===== src/common/bmmc_pkg.sv =====
// Constants and types for the battery monitor memory command layer.
// Operation
// RULE1: 11h then address streams scratchpad bytes to page end; reserved bits read one.
// RULE2: At page end the next byte read is CRC8 of all bytes read.
// RULE3: After the CRC every further read returns ones until bus reset.
// RULE4: 17h then address stores written bytes into scratchpad up to page end.
// RULE5: 22h copies 24 scratch_page_one bytes to eeprom_page_one when unlocked.
// RULE6: nv_copy_busy_flag stays high during an EEPROM copy, then clears.
// RULE7: 25h copies 8 scratch_page_two bytes to eeprom_page_two, busy flag set.
// RULE8: 28h copies 8 scratch_page_three bytes to SRAM, no busy flag.
// RULE9: 71h copies eeprom_page_one to scratch_page_one, locked or not.
// RULE10: 77h copies eeprom_page_two to scratch_page_two.
// RULE11: 7Ah copies SRAM to scratch_page_three.
// RULE12: EEPROM and SRAM are reached only through scratchpad copies.
// RULE13: 43h sets the page one lock and raises nv_copy_busy_flag.
// RULE14: 44h clears the page one lock and raises nv_copy_busy_flag.
// RULE15: D2h starts temperature conversion with busy flag; result loads on completion.
// RULE16: B4h starts voltage conversion with busy flag; result loads on completion.
// RULE17: B2h then address reads registers; past 78h or 83h read ones.
// RULE18: B5h increments the cycle counter and raises nv_copy_busy_flag.
// RULE19: B8h clears the cycle counter and raises nv_copy_busy_flag.
// RULE20: Master sends nothing after copy, lock, counter or conversion commands.
// RULE21: Temperature conversion finishes within one second.
// RULE22: Voltage conversion finishes within ten milliseconds.
// RULE23: Temperature and voltage conversions never run together.
// RULE24: Unknown commands are ignored until the next bus reset.
// RULE25: Busy flags are readable in the status register byte.
package bmmc_pkg;
  localparam logic [7:0] CMD_RD_SP = 8'h11, CMD_WR_SP = 8'h17, CMD_CP_SP1 = 8'h22,
    CMD_CP_SP2 = 8'h25, CMD_CP_SP3 = 8'h28, CMD_LD_NV1 = 8'h71, CMD_LD_NV2 = 8'h77,
    CMD_LD_SRAM = 8'h7A, CMD_LOCK = 8'h43, CMD_UNLOCK = 8'h44, CMD_CONV_T = 8'hD2,
    CMD_CONV_V = 8'hB4, CMD_RD_REG = 8'hB2, CMD_CYC_INC = 8'hB5, CMD_CYC_CLR = 8'hB8;
  localparam int P1_BYTES = 24;
  localparam int P23_BYTES = 8;
  localparam int SP_DEPTH = 96;
  localparam int PAGE2_BASE = 32;
  localparam int PAGE3_BASE = 64;
  localparam logic [4:0] PAGE_LAST = 5'h1F;
  localparam logic [7:0] REG_TEMP_LO = 8'h60, REG_TEMP_HI = 8'h61, REG_VOLT_LO = 8'h62,
    REG_VOLT_HI = 8'h63, REG_STATUS = 8'h77, REG_P4_END = 8'h78, REG_CYC_LO = 8'h80,
    REG_CYC_HI = 8'h81, REG_ID_LO = 8'h82, REG_P5_END = 8'h83;
  localparam int ST_NV = 0;
  localparam int ST_TEMP = 1;
  localparam int ST_VOLT = 2;
  localparam int ST_LOCK = 3;
  localparam logic [7:0] CRC_POLY = 8'h8C;
  localparam logic [7:0] CRC_INIT = 8'h00;
  localparam logic [7:0] ONES = 8'hFF;
  localparam logic LOCK_RST = 1'b0;
  localparam logic [15:0] CYC_RST = 16'h0000;
  // Value is arbitrary.
  localparam logic [15:0] ID_DEFAULT = 16'h5A3C;
  localparam int CLK_KHZ = 200000;
  localparam int NV_WRITE_MS = 5;
  localparam int TEMP_CONV_MS = 1000;
  localparam int VOLT_CONV_MS = 10;
  localparam int NV_WRITE_CYC = NV_WRITE_MS * CLK_KHZ;
  localparam int TEMP_CONV_CYC = TEMP_CONV_MS * CLK_KHZ;
  localparam int VOLT_CONV_CYC = VOLT_CONV_MS * CLK_KHZ;
  localparam int FIFO_DEPTH = 8;
  localparam int BYTE_W = 8;
  typedef enum logic [2:0] {
    S_CMD = 3'b000, S_ADDR = 3'b001, S_RDSP = 3'b010,
    S_WRSP = 3'b011, S_RDREG = 3'b100, S_WAIT = 3'b101
  } bmmc_state_t;
  typedef enum logic [1:0] {PH_DATA = 2'b00, PH_CRC = 2'b01, PH_ONES = 2'b10} bmmc_phase_t;
  typedef struct packed {
    logic lock;
    logic voltBusy;
    logic tempBusy;
    logic nvBusy;
  } bmmc_stat_t;
  typedef struct packed {
    logic [15:0] temp;
    logic [9:0] volt;
  } bmmc_samp_t;
endpackage


===== src/rtl/bmmc_top.sv =====
// Memory command layer with its read-data FIFO.
`timescale 1ns/1ps

// ==========================================================
// Read data FIFO
// Shift FIFO so the head word always sits in a flip-flop.
module bmmc_fifo #(
  parameter int W = 8,
  parameter int D = 8
) (
  // Clock and control
  input wire logic clock,
  input wire logic rst,
  input wire logic ce,
  input wire logic flush,
  // Fill side
  input wire logic inValid,
  input wire logic [W-1:0] inData,
  output logic inReady,
  // Drain side
  output logic outValid,
  output logic [W-1:0] outData,
  input wire logic outReady
);
  localparam int CW = $clog2(D) + 1;
  localparam logic [CW-1:0] FULL = CW'(D);
  logic [W-1:0] mem [D];
  logic [CW-1:0] cnt_r;
  logic [CW-1:0] cnt_nxt;
  logic validR;
  logic push;
  logic pop;

  // Handshakes and occupancy.
  assign inReady = (cnt_r != FULL);
  assign push = inValid && inReady;
  assign pop = validR && outReady;
  assign outValid = validR;
  assign outData = mem[0];
  assign cnt_nxt = cnt_r + CW'(push) - CW'(pop);

  // Count and valid flag track each other.
  always_ff @(posedge clock) begin
    if (rst || (ce && flush)) begin
      cnt_r <= '0;
      validR <= 1'b0;
    end else if (ce) begin
      cnt_r <= cnt_nxt;
      validR <= (cnt_nxt != '0);
    end
  end

  // Each entry shifts down on pop and takes the new word at the tail.
  for (genvar i = 0; i < D; i++) begin : gEntry
    always_ff @(posedge clock) begin
      if (ce) begin
        if (pop) begin
          if (push && (CW'(i + 1) == cnt_r)) begin
            mem[i] <= inData;
          end else if (i < D - 1) begin
            mem[i] <= mem[(i < D - 1) ? i + 1 : i];
          end
        end else if (push && (CW'(i) == cnt_r)) begin
          mem[i] <= inData;
        end
      end
    end
  end
endmodule

// ==========================================================
// Command layer top
module bmmc_top #(
  parameter int NV_CYC = bmmc_pkg::NV_WRITE_CYC,
  parameter int TEMP_CYC = bmmc_pkg::TEMP_CONV_CYC,
  parameter int VOLT_CYC = bmmc_pkg::VOLT_CONV_CYC,
  // Value is arbitrary.
  parameter logic [15:0] DEVICE_ID = bmmc_pkg::ID_DEFAULT
) (
  // Clock and control
  input wire logic clock,
  input wire logic rst,
  input wire logic ce,
  // Byte link from the bit-slot layer
  input wire logic busReset,
  input wire logic rxValid,
  input wire logic [7:0] rxByte,
  // Read bytes toward the bit-slot layer
  output logic txValid,
  output logic [7:0] txByte,
  input wire logic txReady,
  // Analog front end results
  input wire bmmc_pkg::bmmc_samp_t convSample,
  // Status
  output bmmc_pkg::bmmc_stat_t status
);
  bmmc_pkg::bmmc_state_t state_r;
  bmmc_pkg::bmmc_phase_t phase_r;
  logic [7:0] cmd_r;
  logic [7:0] addr_r;
  logic [7:0] crc_r;
  logic [7:0] sp_r [bmmc_pkg::SP_DEPTH];
  logic [7:0] nv1_r [bmmc_pkg::P1_BYTES];
  logic [7:0] nv2_r [bmmc_pkg::P23_BYTES];
  logic [7:0] sram_r [bmmc_pkg::P23_BYTES];
  logic lock_r;
  logic nvBusy_r;
  logic [20:0] nvCnt_r;
  logic [15:0] cyc_r;
  logic tempBusy_r;
  logic voltBusy_r;
  logic [27:0] convCnt_r;
  logic [15:0] tempReg_r;
  logic [9:0] voltReg_r;
  bmmc_pkg::bmmc_samp_t samp1_r;
  bmmc_pkg::bmmc_samp_t samp2_r;
  bmmc_pkg::bmmc_samp_t samp3_r;
  bmmc_pkg::bmmc_samp_t sampHeld_r;
  logic cmdGo;
  logic nvFree;
  logic convFree;
  logic pushValid;
  logic pushReady;
  logic pushed;
  logic [7:0] pushData;
  logic [7:0] spByte;
  logic [7:0] regByte;
  logic [7:0] statByte;
  logic known;

  // One CRC8 step per byte, reflected polynomial.
  function automatic logic [7:0] crc8(input logic [7:0] c, input logic [7:0] b);
    logic [7:0] r;
    r = c;
    for (int i = 0; i < 8; i++) begin
      if (r[0] ^ b[i]) begin
        r = (r >> 1) ^ bmmc_pkg::CRC_POLY;
      end else begin
        r = r >> 1;
      end
    end
    return r;
  endfunction

  // True where a scratchpad byte really exists.
  function automatic logic spValid(input logic [7:0] a);
    logic [4:0] off;
    off = a[4:0];
    if (a[7:5] == 3'd0) begin
      return 32'(off) < bmmc_pkg::P1_BYTES;
    end
    return (a[7:5] < 3'd3) && (32'(off) < bmmc_pkg::P23_BYTES);
  endfunction

  // Command decode shared by the scratchpad, store, lock and conversion processes.
  assign cmdGo = ce && rxValid && (state_r == bmmc_pkg::S_CMD);
  assign nvFree = !nvBusy_r;
  assign convFree = !tempBusy_r && !voltBusy_r;
  assign status = '{lock: lock_r, voltBusy: voltBusy_r, tempBusy: tempBusy_r,
                    nvBusy: nvBusy_r};

  // Analog results pass two flip-flops; a word is kept once it stands for two cycles.
  always_ff @(posedge clock) begin
    if (ce) begin
      samp1_r <= convSample;
      samp2_r <= samp1_r;
      samp3_r <= samp2_r;
      if (samp2_r == samp3_r) begin
        sampHeld_r <= samp2_r;
      end
    end
  end

  // Status byte and register space read mux; reserved bits read as ones.
  always_comb begin
    statByte = bmmc_pkg::ONES;
    statByte[bmmc_pkg::ST_NV] = nvBusy_r; // RULE25
    statByte[bmmc_pkg::ST_TEMP] = tempBusy_r; // RULE25
    statByte[bmmc_pkg::ST_VOLT] = voltBusy_r; // RULE25
    statByte[bmmc_pkg::ST_LOCK] = lock_r;
    case (addr_r)
      bmmc_pkg::REG_TEMP_LO: regByte = tempReg_r[7:0];
      bmmc_pkg::REG_TEMP_HI: regByte = tempReg_r[15:8];
      bmmc_pkg::REG_VOLT_LO: regByte = voltReg_r[7:0];
      bmmc_pkg::REG_VOLT_HI: regByte = {6'h3F, voltReg_r[9:8]};
      bmmc_pkg::REG_STATUS: regByte = statByte;
      bmmc_pkg::REG_CYC_LO: regByte = cyc_r[7:0];
      bmmc_pkg::REG_CYC_HI: regByte = cyc_r[15:8];
      bmmc_pkg::REG_ID_LO: regByte = DEVICE_ID[7:0];
      bmmc_pkg::REG_P5_END: regByte = DEVICE_ID[15:8];
      default: regByte = bmmc_pkg::ONES; // RULE17
    endcase
  end

  // Read byte producer: data, then CRC for scratchpad reads only, then ones.
  assign spByte = spValid(addr_r) ? sp_r[addr_r[6:0]] : bmmc_pkg::ONES; // RULE1
  assign pushValid = ce && ((state_r == bmmc_pkg::S_RDSP) || (state_r == bmmc_pkg::S_RDREG));
  assign pushed = pushValid && pushReady;
  always_comb begin
    if (phase_r == bmmc_pkg::PH_ONES) begin
      pushData = bmmc_pkg::ONES; // RULE3
    end else if (state_r == bmmc_pkg::S_RDREG) begin
      pushData = regByte; // RULE17
    end else if (phase_r == bmmc_pkg::PH_CRC) begin
      pushData = crc_r; // RULE2
    end else begin
      pushData = spByte;
    end
  end

  // Known command bytes; anything else parks the layer.
  always_comb begin
    case (rxByte)
      bmmc_pkg::CMD_RD_SP, bmmc_pkg::CMD_WR_SP, bmmc_pkg::CMD_RD_REG,
      bmmc_pkg::CMD_CP_SP1, bmmc_pkg::CMD_CP_SP2, bmmc_pkg::CMD_CP_SP3,
      bmmc_pkg::CMD_LD_NV1, bmmc_pkg::CMD_LD_NV2, bmmc_pkg::CMD_LD_SRAM,
      bmmc_pkg::CMD_LOCK, bmmc_pkg::CMD_UNLOCK, bmmc_pkg::CMD_CONV_T,
      bmmc_pkg::CMD_CONV_V, bmmc_pkg::CMD_CYC_INC, bmmc_pkg::CMD_CYC_CLR: known = 1'b1;
      default: known = 1'b0;
    endcase
  end

  // Transaction sequencer; a bus reset aborts whatever is under way.
  always_ff @(posedge clock) begin
    if (rst) begin
      state_r <= bmmc_pkg::S_WAIT;
      phase_r <= bmmc_pkg::PH_DATA;
      cmd_r <= 8'h00;
      addr_r <= 8'h00;
      crc_r <= bmmc_pkg::CRC_INIT;
    end else if (ce && busReset) begin
      state_r <= bmmc_pkg::S_CMD;
      phase_r <= bmmc_pkg::PH_DATA;
    end else if (ce) begin
      case (state_r)
        bmmc_pkg::S_CMD: begin
          if (rxValid) begin
            cmd_r <= rxByte;
            crc_r <= bmmc_pkg::CRC_INIT;
            if ((rxByte == bmmc_pkg::CMD_RD_SP) || (rxByte == bmmc_pkg::CMD_WR_SP) ||
                (rxByte == bmmc_pkg::CMD_RD_REG)) begin
              state_r <= bmmc_pkg::S_ADDR;
            end else begin
              state_r <= bmmc_pkg::S_WAIT; // RULE20 RULE24
            end
          end
        end
        bmmc_pkg::S_ADDR: begin
          if (rxValid) begin
            addr_r <= rxByte;
            if (cmd_r == bmmc_pkg::CMD_RD_SP) begin
              state_r <= bmmc_pkg::S_RDSP; // RULE1
            end else if (cmd_r == bmmc_pkg::CMD_WR_SP) begin
              state_r <= bmmc_pkg::S_WRSP; // RULE4
            end else begin
              state_r <= bmmc_pkg::S_RDREG; // RULE17
            end
          end
        end
        bmmc_pkg::S_RDSP: begin
          if (pushed && (phase_r == bmmc_pkg::PH_DATA)) begin
            crc_r <= crc8(crc_r, spByte); // RULE2
            addr_r <= addr_r + 8'h01;
            if (addr_r[4:0] == bmmc_pkg::PAGE_LAST) begin
              phase_r <= bmmc_pkg::PH_CRC; // RULE2
            end
          end else if (pushed && (phase_r == bmmc_pkg::PH_CRC)) begin
            phase_r <= bmmc_pkg::PH_ONES; // RULE3
          end
        end
        bmmc_pkg::S_RDREG: begin
          if (pushed) begin
            addr_r <= addr_r + 8'h01;
            if ((addr_r == bmmc_pkg::REG_P4_END) || (addr_r == bmmc_pkg::REG_P5_END)) begin
              phase_r <= bmmc_pkg::PH_ONES; // RULE17
            end
          end
        end
        bmmc_pkg::S_WRSP: begin
          if (rxValid) begin
            addr_r <= addr_r + 8'h01;
            if (addr_r[4:0] == bmmc_pkg::PAGE_LAST) begin
              state_r <= bmmc_pkg::S_WAIT; // RULE4
            end
          end
        end
        default: state_r <= state_r;
      endcase
    end
  end

  // Scratchpad: master writes and loads from the stores behind it.
  always_ff @(posedge clock) begin
    if (ce && !busReset) begin
      if ((state_r == bmmc_pkg::S_WRSP) && rxValid && spValid(addr_r)) begin
        sp_r[addr_r[6:0]] <= rxByte; // RULE4
      end
      if (cmdGo && (rxByte == bmmc_pkg::CMD_LD_NV1)) begin
        for (int i = 0; i < bmmc_pkg::P1_BYTES; i++) begin
          sp_r[i] <= nv1_r[i]; // RULE9
        end
      end
      if (cmdGo && (rxByte == bmmc_pkg::CMD_LD_NV2)) begin
        for (int i = 0; i < bmmc_pkg::P23_BYTES; i++) begin
          sp_r[bmmc_pkg::PAGE2_BASE + i] <= nv2_r[i]; // RULE10
        end
      end
      if (cmdGo && (rxByte == bmmc_pkg::CMD_LD_SRAM)) begin
        for (int i = 0; i < bmmc_pkg::P23_BYTES; i++) begin
          sp_r[bmmc_pkg::PAGE3_BASE + i] <= sram_r[i]; // RULE11
        end
      end
    end
  end

  // Stores reachable only by copy from the scratchpad.
  always_ff @(posedge clock) begin
    if (cmdGo && nvFree && !lock_r && (rxByte == bmmc_pkg::CMD_CP_SP1)) begin
      for (int i = 0; i < bmmc_pkg::P1_BYTES; i++) begin
        nv1_r[i] <= sp_r[i]; // RULE5 RULE12
      end
    end
    if (cmdGo && nvFree && (rxByte == bmmc_pkg::CMD_CP_SP2)) begin
      for (int i = 0; i < bmmc_pkg::P23_BYTES; i++) begin
        nv2_r[i] <= sp_r[bmmc_pkg::PAGE2_BASE + i]; // RULE7
      end
    end
    if (cmdGo && (rxByte == bmmc_pkg::CMD_CP_SP3)) begin
      for (int i = 0; i < bmmc_pkg::P23_BYTES; i++) begin
        sram_r[i] <= sp_r[bmmc_pkg::PAGE3_BASE + i]; // RULE8
      end
    end
  end

  // Lock, cycle counter and the nonvolatile write timer.
  always_ff @(posedge clock) begin
    if (rst) begin
      lock_r <= bmmc_pkg::LOCK_RST;
      cyc_r <= bmmc_pkg::CYC_RST;
      nvBusy_r <= 1'b0;
      nvCnt_r <= '0;
    end else if (ce) begin
      if (cmdGo && nvFree && ((rxByte == bmmc_pkg::CMD_CP_SP1 && !lock_r) ||
          rxByte == bmmc_pkg::CMD_CP_SP2 || rxByte == bmmc_pkg::CMD_LOCK ||
          rxByte == bmmc_pkg::CMD_UNLOCK || rxByte == bmmc_pkg::CMD_CYC_INC ||
          rxByte == bmmc_pkg::CMD_CYC_CLR)) begin
        nvBusy_r <= 1'b1; // RULE6 RULE7 RULE13 RULE14 RULE18 RULE19
        nvCnt_r <= 21'(NV_CYC - 1);
        if (rxByte == bmmc_pkg::CMD_LOCK) begin
          lock_r <= 1'b1; // RULE13
        end
        if (rxByte == bmmc_pkg::CMD_UNLOCK) begin
          lock_r <= 1'b0; // RULE14
        end
        if (rxByte == bmmc_pkg::CMD_CYC_INC) begin
          cyc_r <= cyc_r + 16'h0001; // RULE18
        end
        if (rxByte == bmmc_pkg::CMD_CYC_CLR) begin
          cyc_r <= 16'h0000; // RULE19
        end
      end else if (nvBusy_r) begin
        if (nvCnt_r == '0) begin
          nvBusy_r <= 1'b0; // RULE6
        end else begin
          nvCnt_r <= nvCnt_r - 21'h000001;
        end
      end
    end
  end

  // Conversion timer shared by both kinds, which never overlap.
  always_ff @(posedge clock) begin
    if (rst) begin
      tempBusy_r <= 1'b0;
      voltBusy_r <= 1'b0;
      convCnt_r <= '0;
      tempReg_r <= 16'h0000;
      voltReg_r <= 10'h000;
    end else if (ce) begin
      if (cmdGo && convFree && (rxByte == bmmc_pkg::CMD_CONV_T)) begin
        tempBusy_r <= 1'b1; // RULE15 RULE23
        convCnt_r <= 28'(TEMP_CYC - 1); // RULE21
      end else if (cmdGo && convFree && (rxByte == bmmc_pkg::CMD_CONV_V)) begin
        voltBusy_r <= 1'b1; // RULE16 RULE23
        convCnt_r <= 28'(VOLT_CYC - 1); // RULE22
      end else if (tempBusy_r || voltBusy_r) begin
        if (convCnt_r == '0) begin
          tempBusy_r <= 1'b0;
          voltBusy_r <= 1'b0;
          if (tempBusy_r) begin
            tempReg_r <= sampHeld_r.temp; // RULE15
          end else begin
            voltReg_r <= sampHeld_r.volt; // RULE16
          end
        end else begin
          convCnt_r <= convCnt_r - 28'h0000001;
        end
      end
    end
  end

  // Read bytes wait here for the bit-slot layer; a full FIFO stalls the producer.
  bmmc_fifo #(.W(bmmc_pkg::BYTE_W), .D(bmmc_pkg::FIFO_DEPTH)) uFifo (
    .clock(clock),
    .rst(rst),
    .ce(ce),
    .flush(busReset),
    .inValid(pushValid),
    .inData(pushData),
    .inReady(pushReady),
    .outValid(txValid),
    .outData(txByte),
    .outReady(txReady)
  );
endmodule


===== config.mk =====
export PLATFORM = sky130hd
export DESIGN_NAME = bmmc_top
export DESIGN_NICKNAME = d
export VERILOG_FILES = /design/src/common/bmmc_pkg.sv /design/src/rtl/bmmc_top.sv
export SDC_FILE = /design/constraint.sdc
export NUM_CORES = 2
export LEC_CHECK = 0
export BUFFER_PORTS_ARGS = -buffer_cell sky130_fd_sc_hd__buf_4
export CORE_UTILIZATION = 50
export CTS_CLUSTER_DIAMETER = 150
export CTS_CLUSTER_SIZE = 40
export DETAILED_ROUTE_END_ITERATION = 10
export PLACE_DENSITY = 0.65
export REMOVE_ABC_BUFFERS = 1
export SETUP_SLACK_MARGIN = 0.05
export SYNTH_ARGS = -nofsm -noshare
export SYNTH_HDL_FRONTEND = slang
export SYNTH_SLANG_ARGS = --single-unit

===== constraint.sdc =====
create_clock -name clock -period 34.9 [get_ports clock]
set_clock_uncertainty 0.15 [all_clocks]
set_input_delay 3.49 -clock clock [delete_from_list [all_inputs] [get_ports clock]]
set_output_delay 3.49 -clock clock [all_outputs]
set_load 0.05 [all_outputs]

# Word level (Yosys, flattened, before mapping)

Memories as Yosys holds them, arrays and structs flattened. A register that Yosys moved wholly into a read port is not among the register bits.
Cells that the tools add are included.

Bits of input ports: 40
Memories: 5
Register bits: 233
Output and inout port bits: 13
Bits in writable memories: 1152

Add/subtract/negate cells: 6
Reductions and logical operators: 106
Equality and inequality tests: 60
Multiplexer cells: 271
Magnitude comparators: 3
Bitwise logic cells: 35

Memories:

| memory    | depth | bits a word | rd ports | clocked after memory_dff | write ports | line            | text |
|---|---|---|---|---|---|---|---|
| sp_r      | 96    | 8           | 41       | 1                        | 24          | bmmc_top.sv:102 | `logic [7:0] sp_r [bmmc_pkg::SP_DEPTH];` |
| nv1_r     | 24    | 8           | 24       | 0                        | 24          | bmmc_top.sv:103 | `logic [7:0] nv1_r [bmmc_pkg::P1_BYTES];` |
| nv2_r     | 8     | 8           | 8        | 0                        | 8           | bmmc_top.sv:104 | `logic [7:0] nv2_r [bmmc_pkg::P23_BYTES];` |
| sram_r    | 8     | 8           | 8        | 0                        | 8           | bmmc_top.sv:105 | `logic [7:0] sram_r [bmmc_pkg::P23_BYTES];` |
| uFifo.mem | 8     | 8           | 8        | 0                        | 7           | bmmc_top.sv:27  | `logic [W-1:0] mem [D];` |

Operators by type and width:

| kind                    | count |
|---|---|
| $mux W8                 | 86 |
| $reduce_or A8 Y1        | 18 |
| $mux W1                 | 137 |
| $mux W7                 | 19 |
| $mux W28                | 4 |
| $eq A8 B7 Y1 const B    | 11 |
| $eq A8 B8 Y1 const B    | 9 |
| $pmux W8 S9             | 1 |
| $mux W21                | 3 |
| $logic_and A1 B1 Y1     | 35 |
| $eq A8 B5 Y1 const B    | 4 |
| $mux W16                | 2 |
| $pmux W8 S4             | 1 |
| $mux W3                 | 10 |
| $reduce_and A6 Y1       | 5 |
| $logic_not A28 Y1       | 1 |
| $sub A28 B1 Y28 const B | 1 |
| $eq A26 B26 Y1          | 1 |
| $eq A8 B6 Y1 const B    | 3 |
| $not A2 Y3              | 8 |
| $logic_not A21 Y1       | 1 |
| $sub A21 B1 Y21 const B | 1 |
| $reduce_bool A2 Y1      | 10 |
| $add A16 B1 Y16 const B | 1 |
| 42 further kinds        | 109 |

# Depth between registers and ports, before layout

Depth after elaboration: 57
Mapped depth: 17

# Cells and area by module

Synthesis repeated with hierarchy kept, for this count alone.

Cell total of the unflattened synthesis: 3743
Area total of the unflattened synthesis: 65617.9 sq um

By module, submodules not included:

| module    | sequential area each (sq um) | instances | cells an instance | area each (sq um) |
|---|---|---|---|---|
| bmmc_top  | 46104.2                      | 1         | 3536              | 62363.6 |
| bmmc_fifo | 2021.9                       | 1         | 207               | 3254.4 |

# Worst setup path after synthesis

Ideal clock, no wire load.

Path type: input to register
Start: in rxByte[1]
End: mem nv1_r[0][0], enable pin
Setup slack: 9560 ps
Data required time: 33469 ps
Buffers on the path: 1
Stages: 4
Library setup time: 1281 ps
Arrival time: 23910 ps
Cells stage by stage: clkbuf_1 > nor2b_1 > nor2b_1 > nor4b_1

RTL lines:

| item               | line            | text |
|---|---|---|
| start: declaration | bmmc_top.sv:87  | `input wire logic [7:0] rxByte,` |
| end: declaration   | bmmc_top.sv:103 |  |

==> impl_metrics.yaml <==
status:
  status: "completed"
clock_network:
  cts_resized: 0
  htree_levels: 2
  hold_buffers: 0
  insertion_delay_ns: 0.72
  clkSlewWorstSetupHoldPaths_ns: 0.14
  cts.sinks: 1648
  cts_root_buf: "clkbuf_16"
  cts_max_path_buffers: 3
  cts_buffers: 47
  post-cts-setup-buffers: 0
  cts_tree: "built"
timing:
  setup-tns-final_ns: 0
  min_period_ns: 7.46
  slew_viol_final: 0
  maxSlewHeadroom_pct: 18.2
  max_slew.worst_pin.slew_ns: 1.21
  finalHoldViolCount: 0
  setup_viol: 0
  fmax_mhz: 134
  rsz0062_at_grt: "no"
  finalCritPeriodShare_pct: 21.4
floorplanning:
  rows: 132
  boundaryPins: 53
  die_area_um2: 133000
  core_region_area_um2: 130000
  die_w_um: 364
  die_h_um: 364
  initial_core_util_pct: 50.5
setup_path:
  cp.arrival_ns: 7.66
  reg2reg_setup_slack_ns: 28.67
  critPathLaunchType: "input pin"
  worstRegToRegCells: 13
  required_ns: 35.10
  reg2reg_to: "crc_r[2]$_SDFFE_PP0P_"
  cp_max_fo: 69
  endpoint_kind: "register"
  critPathKind: "in -> reg"
yosys:
  synth-edff-count: 1512
  yosys.area.top_type: "edfxtp_1"
  synth_top_area_share_pct: 69.2
  async_flop_share_pct: 0
  synth_most_common_cell: "edfxtp_1"
  avgSynthCellArea_um2: 17.6
  synth_cells: 3736
  synthFlopType: "edfxtp_1"
  ys_seq_area_share_pct: 73.4
  yosysWarnings: 0
  yosysUniqueCellTypes: 95
  synth_common_cells: "edfxtp_1, a21o_1, mux4_2, nand2_1, nor2_1"
  synthTopCellsByArea: "edfxtp_1, mux4_2, dfxtp_1, a21o_1, nand2_1"
  ys_ff_latch: 1648
  synth_area_um2: 65600
drt:
  first_iter_violations: 3535
  final_antenna_net_count: 0
  wire_per_inst_um: 21.6
  drc_errors: 0
  dr.pass1.iters: 6
  vias: 33700
  drt-total-wl_um: 133000
  routed_via_density: 5.48
pwr:
  leakage_nw: 25.2
  pwr_density_cell_nw_per_um2: 45.9
  ir_worst_vdd_mv: 0.0346
  totalPowerFinal_mw: 3.29
global_route:
  grt_max_degree: 109
  grt_antenna_before_repair: 7
  grt_pass1_wl_um: 201000
  grt_pass1_vias: 33200
  globalRouteOverflowTotal: 0
  grt.total_usage_pct: 20.1
layout:
  n_fill_cell: 10500
  drive_above_1_share_pct: 12.1
  final_nets: 4452
  synthToLayoutAreaGrowth_pct: 9.15
  design_area_um2: 71600
  antenna_cells: 0
  fin_util_pct: 55.1
placement:
  hpwlAfterDp_um: 81700
  routabilityCongestion: 0.866
  port_buffers: 52
  dpl_cell_area_um2: 70200
min_path:
  hp-start: "samp1_r[19]$_DFFE_PP_"
  holdPathEnd: "samp2_r[19]$_DFFE_PP_"
  hp-class: "reg -> reg"
  whs_path_depth: 0
run:
  maxCapViolations: 0
-- kinds of logic (layout without fill, tap and decap cells) --
| logic type | count (synthesis) | in the layout | synth area share, % |
|---|---|---|---|
| AO/OA/AOI/OAI | 715 | 715 | 7.50 |
| XOR/XNOR | 105 | 105 | 1.48 |
| adder cells (fa/ha/maj) | 17 | 17 | 0.332 |
| buffers and inverters | 272 | 249 | 2.23 |
| flip-flops | 1648 | 1648 | 73.4 |
| multiplexers | 358 | 358 | 10.6 |
| other | 1 | 704 | 0.00572 |
| AND/OR/NAND/NOR | 620 | 620 | 4.49 |
-- through the flow --
| stage | setup WS, ns | instances | hold slack [ns] |
|---|---|---|---|
| after floorplan | 9.77 | 4200 | 0.250 |
| after global placement | 26.77 | 6089 | 0.252 |
| after detailed placement | 26.73 | 6089 | 0.255 |
| after CTS | 27.49 | 6158 | 0.287 |
| after global routing | 27.21 | 6158 | 0.290 |
| final | 27.44 | 6158 | 0.283 |
-- layer usage --
layer  wire [um]  global-route usage, %  up-vias
met5          26                      0        -
met4        2820                   4.68        4
met3        7970                   2.81      125
met2       64200                   32.8      907
met1       58100                   28.9    17500
li1            -                      -    15200
-- layout make-up --
class | count | area (um2) | area share (%)
sequential | 1648 | 48100 | 67.3
timing repair buffer | 147 | 1140 | 1.59
multi-input combinational | 2519 | 18700 | 26.1
clock buffer | 67 | 1290 | 1.81
clock inverter | 2 | 38.8 | 0.0542
tap | 1742 | 2180 | 3.05
inverter | 33 | 124 | 0.173
-- report_power, final --
part / internal [mW] / switching, mW / leakage [nW]
registers: 2.23 / 0.0240 / 15.3
clock network: 0.266 / 0.548 / 0.641
logic: 0.0907 / 0.124 / 9.29
-- registers in the layout, summed over array words and instances, names as in the netlist, 10 cells and up, named ones only --
register and count:
nv2_r 64, nv1_r 192, voltReg_r 10, nvCnt_r 21, cyc_r 16, sampHeld_r 26, convCnt_r 28, sram_r 64
uFifo.mem 64, samp3_r 26, samp1_r 26, tempReg_r 16, sp_r 1024, samp2_r 26
-- critical path, stage by stage --
cell and delay [ns]:
buf_4 0.25, and3b_1 0.25, nand2_1 0.32, nor2_1 0.39, nand2_1 0.16, nor4b_2 0.29, buf_4 0.68, buf_4 0.82
buf_4 0.88
-- placed cells by master (no fill, tap or decap), types with 7 or more instances in the layout --
master     count
nand3_1       43
mux4_2       259
buf_4        144
a221oi_1      19
clkbuf_16     49
mux2_2        35
or3_1         12
or4_1          7
o211ai_1      11
o21ai_0       99
xnor2_1       54
a22oi_1       28
nand2_1      193
nand3b_1       7
mux2i_1       60
and2_1        31
edfxtp_1    1512
nand2b_1      22
a211oi_1      17
nor4_1        19
nor3_1        37
and3_1        10
xor2_1        47
dfxtp_1      131
nor2b_1       13
or2_2          7
o21ai_1       15
nor2_1       176
inv_1         28
nand4_1       14
a21o_1       327
conb_1       704
a31oi_1       13
ha_1          15
a21oi_1      124
clkbuf_1      18
-- worst max-delay path by stage --
stage                     cells past startpoint       from  slack [ns]                     end
after floorplan                               5    rxValid        9.77   nv1_r[0][0]$_DFFE_PP_
after global placement                        7  rxByte[1]       26.77  nv1_r[1][40]$_DFFE_PP_
after detailed placement                      7  rxByte[1]       26.73  nv1_r[0][48]$_DFFE_PP_
after CTS                                     7  rxByte[1]       27.49  nv1_r[0][47]$_DFFE_PP_
after global routing                          9         ce       27.21  nv1_r[1][40]$_DFFE_PP_
final                                         9         ce       27.44  nv1_r[1][40]$_DFFE_PP_
Note: power is estimated with default switching activity, not from simulation.
